==> src/pkg/asd_pkg.sv <==
// Purpose: constants and types for the arithmetic/logic, shift and skip datapath
// Assumes: 16-bit words, instruction bit 0 is the word's most significant bit
// Notes: register offsets are byte addresses on a 32-bit APB
package asd_pkg;
  localparam int unsigned DataW = 16;
  localparam int unsigned AccCount = 4;
  localparam int unsigned AddrW = 8;

  localparam logic [7:0] RegInstrOff = 8'h00;
  localparam logic [7:0] RegStatusOff = 8'h04;
  localparam logic [7:0] RegCarryOff = 8'h08;
  localparam logic [7:0] RegAccBaseOff = 8'h10;
  localparam logic [7:0] RegAccLastOff = 8'h1C;

  localparam int unsigned StSkipBit = 0;
  localparam int unsigned StCarryBit = 1;
  localparam int unsigned StRejectBit = 2;
  localparam int unsigned StDoneBit = 3;

  localparam logic [15:0] InstrReset = 16'h0000;
  localparam logic [15:0] AccReset = 16'h0000;
  localparam logic CarryReset = 1'b0;
  localparam logic [16:0] OneWide = 17'h00001;

  typedef enum logic [2:0] {
    FnInvert = 3'b000,
    FnNegate = 3'b001,
    FnPass = 3'b010,
    FnIncrement = 3'b011,
    FnAddComplement = 3'b100,
    FnSubtract = 3'b101,
    FnAdd = 3'b110,
    FnAnd = 3'b111
  } asd_func_e;

  typedef enum logic [1:0] {
    ShNone = 2'b00,
    ShLeft = 2'b01,
    ShRight = 2'b10,
    ShSwap = 2'b11
  } asd_shift_e;

  typedef enum logic [1:0] {
    CbKeep = 2'b00,
    CbZero = 2'b01,
    CbOne = 2'b10,
    CbInvert = 2'b11
  } asd_carry_e;

  typedef enum logic [2:0] {
    SkNever = 3'b000,
    SkAlways = 3'b001,
    SkCarryZero = 3'b010,
    SkCarrySet = 3'b011,
    SkResultZero = 3'b100,
    SkResultNonzero = 3'b101,
    SkEitherZero = 3'b110,
    SkBothNonzero = 3'b111
  } asd_skip_e;

  // field order follows the instruction word from its most significant bit down
  typedef struct packed {
    logic isAlu;
    logic [1:0] sourceAccSelect;
    logic [1:0] destAccSelect;
    asd_func_e func;
    asd_shift_e shiftField;
    asd_carry_e carryBaseField;
    logic noWritebackBit;
    asd_skip_e skipTestField;
  } asd_instr_s;

  typedef struct packed {
    logic psel;
    logic penable;
    logic pwrite;
    logic [AddrW-1:0] paddr;
    logic [31:0] pwdata;
  } asd_apb_req_s;

  typedef struct packed {
    logic pready;
    logic pslverr;
    logic [31:0] prdata;
  } asd_apb_rsp_s;
endpackage

==> src/design/asd_alu_shift_skip.sv <==
// Purpose: executes one arithmetic/logic instruction per write of the instruction register with isAlu set
// Assumes: APB master keeps the request steady until pready; one wait state per access
// Notes: accumulators and carry flag live here so software can load and inspect them
//
// Implementation choices: register access over APB and the placing of the registers.

module asd_alu_shift_skip
  import asd_pkg::*;
#(
  parameter int unsigned NumAcc = AccCount
) (
  input wire logic clk, // 100 MHz clock
  input wire logic reset, // synchronous, active high
  input wire logic psel, // apb select
  input wire logic penable, // apb access phase
  input wire logic pwrite, // apb direction, high writes
  input wire logic [AddrW-1:0] paddr, // apb byte address
  input wire logic [31:0] pwdata, // apb write data
  output logic pready, // apb ready
  output logic pslverr, // apb error on unmapped address
  output logic [31:0] prdata, // apb read data
  output logic skipNext, // last instruction-register write was an executed instruction asking to skip the next
  output logic execPulse // one cycle as an instruction executes
);
  asd_instr_s instrQ;
  asd_instr_s ins;
  logic [DataW-1:0] accQ [NumAcc];
  logic carryQ;
  logic skipQ, rejectQ, doneQ, readyQ, errQ, execQ;
  logic [31:0] rdataQ;
  logic [31:0] rdData;
  logic addrOk;
  logic wrEn;
  logic execNow;
  logic [DataW-1:0] srcVal, dstVal;
  logic carryBase;
  logic [16:0] aluSum;
  logic aluCarryOut;
  logic resultingCarry;
  logic [DataW-1:0] shiftedData;
  logic shiftedCarry;
  logic skipHit;
  logic [1:0] accIdx;

  assign ins = asd_instr_s'(pwdata[DataW-1:0]);
  assign wrEn = psel && penable && readyQ && pwrite;
  assign execNow = wrEn && (paddr == RegInstrOff) && ins.isAlu;
  assign srcVal = accQ[ins.sourceAccSelect];
  assign dstVal = accQ[ins.destAccSelect];
  assign accIdx = paddr[3:2];

  always_comb begin
    case (ins.carryBaseField)
      CbKeep: carryBase = carryQ;
      CbZero: carryBase = 1'b0;
      CbOne: carryBase = 1'b1;
      default: carryBase = ~carryQ;
    endcase
  end

  // logical functions force no carry-out so the base passes untouched
  always_comb begin
    case (ins.func)
      FnInvert: aluSum = {1'b0, ~srcVal};
      FnNegate: aluSum = {1'b0, ~srcVal} + OneWide;
      FnPass: aluSum = {1'b0, srcVal};
      FnIncrement: aluSum = {1'b0, srcVal} + OneWide;
      FnAddComplement: aluSum = {1'b0, dstVal} + {1'b0, ~srcVal};
      FnSubtract: aluSum = {1'b0, dstVal} + {1'b0, ~srcVal} + OneWide;
      FnAdd: aluSum = {1'b0, dstVal} + {1'b0, srcVal};
      default: aluSum = {1'b0, dstVal & srcVal};
    endcase
  end

  assign aluCarryOut = aluSum[16];
  assign resultingCarry = carryBase ^ aluCarryOut;

  // bit 0 of the instruction numbering is the word's msb, so left moves toward [15]
  always_comb begin
    case (ins.shiftField)
      ShLeft: {shiftedCarry, shiftedData} = {aluSum[15:0], resultingCarry};
      ShRight: {shiftedData, shiftedCarry} = {resultingCarry, aluSum[15:0]};
      ShSwap: {shiftedCarry, shiftedData} = {resultingCarry, aluSum[7:0], aluSum[15:8]};
      default: {shiftedCarry, shiftedData} = {resultingCarry, aluSum[15:0]};
    endcase
  end

  // tests look at the shifter output, not at what was stored
  always_comb begin
    case (ins.skipTestField)
      SkNever: skipHit = 1'b0;
      SkAlways: skipHit = 1'b1;
      SkCarryZero: skipHit = ~shiftedCarry;
      SkCarrySet: skipHit = shiftedCarry;
      SkResultZero: skipHit = (shiftedData == '0);
      SkResultNonzero: skipHit = (shiftedData != '0);
      SkEitherZero: skipHit = ~shiftedCarry || (shiftedData == '0);
      default: skipHit = shiftedCarry && (shiftedData != '0);
    endcase
  end

  for (genvar g = 0; g < NumAcc; g++) begin : gAcc
    always_ff @(posedge clk) begin
      if (reset) begin
        accQ[g] <= AccReset;
      end else if (execNow && !ins.noWritebackBit && ins.destAccSelect == g) begin
        accQ[g] <= shiftedData;
      end else if (wrEn && paddr == RegAccBaseOff + AddrW'(4 * g)) begin
        accQ[g] <= pwdata[DataW-1:0];
      end
    end
  end

  always_ff @(posedge clk) begin
    if (reset) begin
      carryQ <= CarryReset;
    end else if (execNow && !ins.noWritebackBit) begin
      carryQ <= shiftedCarry;
    end else if (wrEn && paddr == RegCarryOff) begin
      carryQ <= pwdata[0];
    end
  end

  always_ff @(posedge clk) begin
    if (reset) begin
      instrQ <= asd_instr_s'(InstrReset);
      skipQ <= 1'b0;
      rejectQ <= 1'b0;
      doneQ <= 1'b0;
      execQ <= 1'b0;
    end else begin
      execQ <= execNow;
      if (wrEn && paddr == RegInstrOff) begin
        instrQ <= ins;
        rejectQ <= ~ins.isAlu;
        doneQ <= ins.isAlu;
        skipQ <= ins.isAlu && skipHit;
      end
    end
  end

  // one wait state lets read data come straight from a flop
  always_comb begin
    addrOk = 1'b1;
    rdData = 32'h00000000;
    if (paddr == RegInstrOff) begin
      rdData[DataW-1:0] = instrQ;
    end else if (paddr == RegStatusOff) begin
      rdData[StSkipBit] = skipQ;
      rdData[StCarryBit] = carryQ;
      rdData[StRejectBit] = rejectQ;
      rdData[StDoneBit] = doneQ;
    end else if (paddr == RegCarryOff) begin
      rdData[0] = carryQ;
    end else if (paddr >= RegAccBaseOff && paddr <= RegAccLastOff && paddr[1:0] == 2'b00) begin
      rdData[DataW-1:0] = accQ[accIdx];
    end else begin
      addrOk = 1'b0;
    end
  end

  always_ff @(posedge clk) begin
    if (reset) begin
      readyQ <= 1'b0;
      errQ <= 1'b0;
      rdataQ <= 32'h00000000;
    end else if (psel && penable && !readyQ) begin
      readyQ <= 1'b1;
      errQ <= ~addrOk;
      rdataQ <= (addrOk && !pwrite) ? rdData : 32'h00000000;
    end else begin
      readyQ <= 1'b0;
      errQ <= 1'b0;
    end
  end

  assign pready = readyQ;
  assign pslverr = errQ;
  assign prdata = rdataQ;
  assign skipNext = skipQ;
  assign execPulse = execQ;
endmodule

==> config.mk <==
export PLATFORM = sky130hd
export DESIGN_NAME = asd_alu_shift_skip
export DESIGN_NICKNAME = d
export VERILOG_FILES = /design/src/pkg/asd_pkg.sv /design/src/design/asd_alu_shift_skip.sv
export SDC_FILE = /design/constraint.sdc
export NUM_CORES = 1
export LEC_CHECK = 0
export ABC_AREA = 1
export BUFFER_PORTS_ARGS = -buffer_cell sky130_fd_sc_hd__buf_2
export CAP_MARGIN = 15
export CORE_ASPECT_RATIO = 1.25
export CORE_MARGIN = 3
export CORE_UTILIZATION = 40
export CTS_CLUSTER_SIZE = 25
export DETAILED_ROUTE_END_ITERATION = 12
export GPL_ROUTABILITY_DRIVEN = 1
export PLACE_DENSITY = 0.57
export SETUP_SLACK_MARGIN = 0.15
export SYNTH_ARGS = -nofsm -noshare
export SYNTH_HDL_FRONTEND = slang
export SYNTH_SLANG_ARGS = --single-unit
==> constraint.sdc <==
create_clock -name clk -period 5.6 [get_ports clk]
set_input_delay 1.4 -clock clk [delete_from_list [all_inputs] [get_ports clk]]
set_output_delay 1.4 -clock clk [all_outputs]
set_load 0.02 [all_outputs]
==> flow_summary.toml, run 1 <==
[run_status]
status = "completed"

[cts]
numClockSinks = 102
clockBufferDepth = 2
cts_hold_buf = 0
htree_levels = 3
cts-buffers-inserted = 9
ctsRootBufferMaster = "clkbuf_16"
clk_latency_ns = 0.34
clk_pin_slew_worst_paths_ns = 0.06
cts_tree = "yes"

[yosys]
synth_cell_types = 61
yosys-top-cells-area = "edfxtp_1, nand2_1, dfxtp_1"
synth_edf_count = 64
syn_inst = 1520
yosysMostFrequentCell = "nand2_1"
synthArstFlopShare = 0
ys_ff_latch = 102
yosysTopAreaCell = "edfxtp_1"
synth_area_um2 = 10200
synth_top_area_frac = 0.189
seq_area_frac_synth = 0.263
syn_avg_cell_area_um2 = 6.71
synth_flop_cell = "edfxtp_1"
netlist_top_cells_count = "nand2_1, inv_1, nand3_1, a21oi_1, o21ai_0"
yosys_warnings = 0

[placed_design]
placed_area_um2 = 11800
hpwl_um = 29700
io_buffers = 48
place_congestion = 0.963

[setup_path]
cpMostUsedCell = "nand2_1"
required_ns = 5.80
criticalPathCategory = "input pin to flop"
crit_slowest_cell = "buf_6"
crit_path_max_fanout = 15
crit_arrival_ns = 5.40
setup.worst_path.start_class = "input pin"
worstSetupEndpointType = "flop"
slowest_delay_ns = 0.28

[floorplanning]
die-height_um = 184
fp.dieArea_um2 = 27400
core_um2 = 24700
num_io_pins = 81
core.rowCount = 64
die_x_um = 149
initial_core_util = 0.412

[finish]
drive_gt1_frac = 0.236
largest_register_ffs = 64
design_area_um2 = 12400
antenna_cells = 0
top_register = "accQ"
nNetsFinal = 1797
area_growth_pct = 21.5

[timing]
final.period_utilization = 0.928
finalSetupViolations = 0
hold_viol = 0
worst_pin_slew_ns = 0.830
slew_viol_final = 0
skew_ns = 0.00896
finalSetupTns_ns = 0
rsz0062_at_grt = "no"
relSlewSlack = 0.445
layout_min_cycle_time_ns = 5.20
timing.fmax_ghz = 0.192

[global_route]
antenna_found_initial = 0
grt_use_total = 0.270
grt_max_degree = 48
grt_overflow = 0
grt_pass1_vias = 10800
grt_pass1_wl_um = 58500

[route]
postRouteAntennaNets = 0
via_per_inst = 5.50
first_iter_violations = 1017
first_pass_iters = 6
wl_per_cell_um = 18.4
remaining_drc_errors = 0
vias = 11200
wl_um = 37300

[power]
power_density_nw_per_um2 = 192
cellLeakagePower_uw = 0.00574
worst_ir_drop_vdd_mv = 0.251

[flow_run]
drv_cap = 0

[hold_path]
hp-class = "flop to flop"
-- final timing paths --
| kind | slack (ns) | start | cells after the start | to |
|---|---|---|---|---|
| worst min register to register | 0.46 | prdata[9]$_SDFFE_PP0P_ | 2 | prdata[9]$_SDFFE_PP0P_ |
| worst max-delay path | 0.40 | pwdata[11] | 30 | skipNext$_SDFFE_PP0P_ |
| worst max register to register | 1.31 | accQ[0][0]$_DFFE_PP_ | 25 | skipNext$_SDFFE_PP0P_ |
| worst min-delay path | 0.46 | prdata[9]$_SDFFE_PP0P_ | 2 | prdata[9]$_SDFFE_PP0P_ |
-- cells by family after synthesis --
logic type | Yosys count | share of synthesized area
AOI/OAI and AO/OA | 354 | 0.212
xor gates and xnor gates | 7 | 0.00601
adders and majority gates | 55 | 0.0690
buffers and inverters | 252 | 0.113
DFF | 102 | 0.263
other | 1 | 0.000368
and+or+nand+nor | 749 | 0.337
-- final cells by class --
| cell class | instances | area, um^2 |
|---|---|---|
| fillers | 2502 | 12400 |
| multi-input cells | 1181 | 6730 |
| flip-flops and latches | 102 | 2680 |
| well taps | 330 | 413 |
| clock inverters | 5 | 60.1 |
| inverters | 179 | 682 |
| clock buffers | 11 | 233 |
| repair buffers | 224 | 1590 |
-- worst max-delay path: cells and delay by family --
family	cells	cell delay [ns]
simple gates	17	2.17
buf+inv	5	0.77
compound gates	6	0.67
fa+ha+maj	1	0.22
xor+xnor	1	0.17
-- metrics by stage --
stage               hold slack, ns  power, uW  cells  utilization  worst slack (ns)
finish                       0.463       2370   2032        0.501             0.401
global route                 0.483       2520   2032        0.501             0.124
CTS                          0.466       2340   2031        0.487             0.168
detailed placement           0.456       1730   2015        0.475            -0.180
global placement             0.453       1720   2015        0.475            -0.178
floorplan                    0.458       1390   1535            -             0.390
-- cells in the final DEF, fill, tap and decap left out, types with 9 or more instances in the layout --
master and n:
nand2_1 404, o21ai_0 77, or2_2 13, nand4_1 12, nand2_2 39, a31oi_1 17, nand3_1 136, buf_2 48
nor3_1 9, buf_4 171, a22oi_2 10, ha_1 46, o211ai_1 9, a221oi_1 16, a21oi_2 10, inv_1 156
a21oi_1 93, o22ai_1 54, a22oi_1 12, dfxtp_1 38, inv_2 16, conb_1 16, nor2_2 11, edfxtp_1 64
nor2_1 67, nand3_2 24, nor2_4 12, clkbuf_16 9, o21ai_1 15
-- metal layers --
| layer | share of wire | up-vias | GRT usage |
|---|---|---|---|
| met3 | 0.062 | 103 | 0.0275 |
| li1 | - | 5512 | - |
| met5 | 0 | - | 0 |
| met1 | 0.40 | 5128 | 0.333 |
| met4 | 0.046 | 0 | 0.109 |
| met2 | 0.49 | 437 | 0.481 |
-- report_power, final --
part | internal, uW | switching, uW
logic | 358 | 582
registers | 812 | 13.6
clock network | 348 | 261
-- timing repair --
item                                    CTS  global route
pin swaps                                 0            13
endpoints found under the setup margin    1            30
buffers inserted                          0             1
gates resized for setup                   1            73
No activity file was read; power rests on OpenSTA's default activity.
==> run 2: changes to the inputs <==
PLACE_DENSITY = 0.67   (was 0.57)
==> run 2 against run 1 <==
Compared with the run above: non-clock buffer count down 27; total power is 0.38% lower; global-route usage decreased by 1.6 points; critical path type unchanged; largest power group unchanged; highest routed layer unchanged.
==> flow_summary.toml, run 2 (synthesis gave the netlist of run 1 again) <==
[power]
p_clk_frac = 0.271
p_total_uw = 2370
pwr-share-seq = 0.348
switching_share = 0.362
power_density_nw_per_um2 = 196
p_comb_frac = 0.381
cellLeakagePower_uw = 0.00562
switching_power_uw = 857
p_int_uw = 1510
worst_ir_drop_vdd_mv = 0.196

[setup_path]
cpMostUsedCell = "nand2_1"
setup.worst_path.start_class = "input pin"
worstSetupEndpointType = "flop"
crit_slowest_cell = "fa_1"
crit_path_max_fanout = 4
criticalPathCategory = "input pin to flop"
required_ns = 5.81
slowest_delay_ns = 0.45
crit_arrival_ns = 5.36
cp-startpoint = "pwdata[11]"
r2r-start = "accQ[0][0]$_DFFE_PP_"

[placed_design]
place_congestion = 0.997
hpwl_um = 27900
place_ws_ns = -0.0952
io_buffers = 48
placed_cells = 1988

[cts]
htree_levels = 3
clk_latency_ns = 0.34
numClockSinks = 102
clk_pin_slew_worst_paths_ns = 0.07
cts_hold_buf = 0
cts_tree = "yes"
cts-buffers-inserted = 9
ctsRootBufferMaster = "clkbuf_16"
clockBufferDepth = 2

[global_route]
grt_pass1_wl_um = 55100
grt_pass1_vias = 10700
antenna_found_initial = 0
grt_max_degree = 47
grt_use_total = 0.253
grt_overflow = 0

[timing]
relSlewSlack = 0.490
final.period_utilization = 0.920
worst_pin_slew_ns = 0.763
timing.fmax_ghz = 0.194
rsz0062_at_grt = "no"
finalSetupViolations = 0
layout_min_cycle_time_ns = 5.15
slew_viol_final = 0
timing.final.ws_setup_ns = 0.450
skew_ns = 0.00759
finalSetupTns_ns = 0
hold_viol = 0

[hold_path]
hp-start = "prdata[13]$_SDFFE_PP0P_"
hp-class = "flop to flop"

[route]
vias = 11300
postRouteAntennaNets = 0
via_per_inst = 5.63
remaining_drc_errors = 0
first_pass_iters = 6
wl_um = 35400
wl_per_cell_um = 17.7
first_iter_violations = 1382

[finish]
seq_area_um2 = 2680
largest_register_ffs = 64
nNetsFinal = 1770
antenna_cells = 0
fill_cells = 2436
area_growth_pct = 18.3
multi_input_area_um2 = 6580
final_cells = 2005
top_register = "accQ"
drive_gt1_frac = 0.210
layout_common_cells = "nand2_1, inv_1, buf_4, nand3_1, a21oi_1"
fin_util = 0.487
final_common_cell = "nand2_1"

[floorplanning]
num_io_pins = 81
die-height_um = 184
core_um2 = 24700
core.rowCount = 64
die_x_um = 149
initial_core_util = 0.412
fp.dieArea_um2 = 27400

[flow_run]
drv_cap = 0

[run_status]
status = "completed"
## run 2: cell types whose count changed in the layout (fill, tap and decap cells not counted), sizes merged
cell,delta
buf,-28
inv,+3
clkbuf,+2
clkinv,-2
bufinv,-1
clkinvlp,-1
## run 2: final cells by class
class                      count  share of cell area
clock buffer                  12              0.0231
tap                          330              0.0342
multi-input combinational   1181               0.545
timing repair buffer         197               0.116
inverter                     179              0.0565
sequential                   102               0.222
clock inverter                 4             0.00270
## run 2: power groups by stage
stage / combinational (uW) / sequential, uW / clock (uW)
after floorplan: 550 / 837 / 0
after global placement: 850 / 839 / 0
after detailed placement: 861 / 840 / 0
after CTS: 866 / 823 / 642
after global routing: 989 / 825 / 671
final: 902 / 824 / 640
## run 2: repair_timing
| action | CTS | global route |
|---|---|---|
| hold endpoints to repair | 0 | 0 |
| resized for setup | 0 | 43 |
| setup buffers | 0 | 1 |
| endpoints found under the setup margin | 0 | 11 |
## run 2: path summary, 6_finish.rpt
kind,slack [ns],endpoint,depth (start not counted)
max reg2reg,1.29,skipNext$_SDFFE_PP0P_,28
min reg2reg,0.47,prdata[13]$_SDFFE_PP0P_,2
min,0.47,prdata[13]$_SDFFE_PP0P_,2
max,0.45,skipNext$_SDFFE_PP0P_,31
## run 2: routing by layer
metal | global-route usage | up-vias | part of all wire
li1 | - | 5466 | -
met1 | 0.315 | 5137 | 0.40
met2 | 0.442 | 558 | 0.47
met3 | 0.0241 | 122 | 0.082
met4 | 0.120 | 0 | 0.048
met5 | 0 | - | 0
## run 2: critical path: cells and delay by family
kind            cells  cell delay [ns]
fa+ha+maj           2             0.69
simple gates       17             1.52
compound gates      7             1.02
buf+inv             5             0.71
## run 2: stage by stage
step | cell area [um^2] | hold WS (ns)
floorplan | 10200 | 0.458
CTS | 11900 | 0.468
global placement | 11600 | 0.452
finish | 12100 | 0.465
detailed placement | 11600 | 0.457
global route | 12100 | 0.488
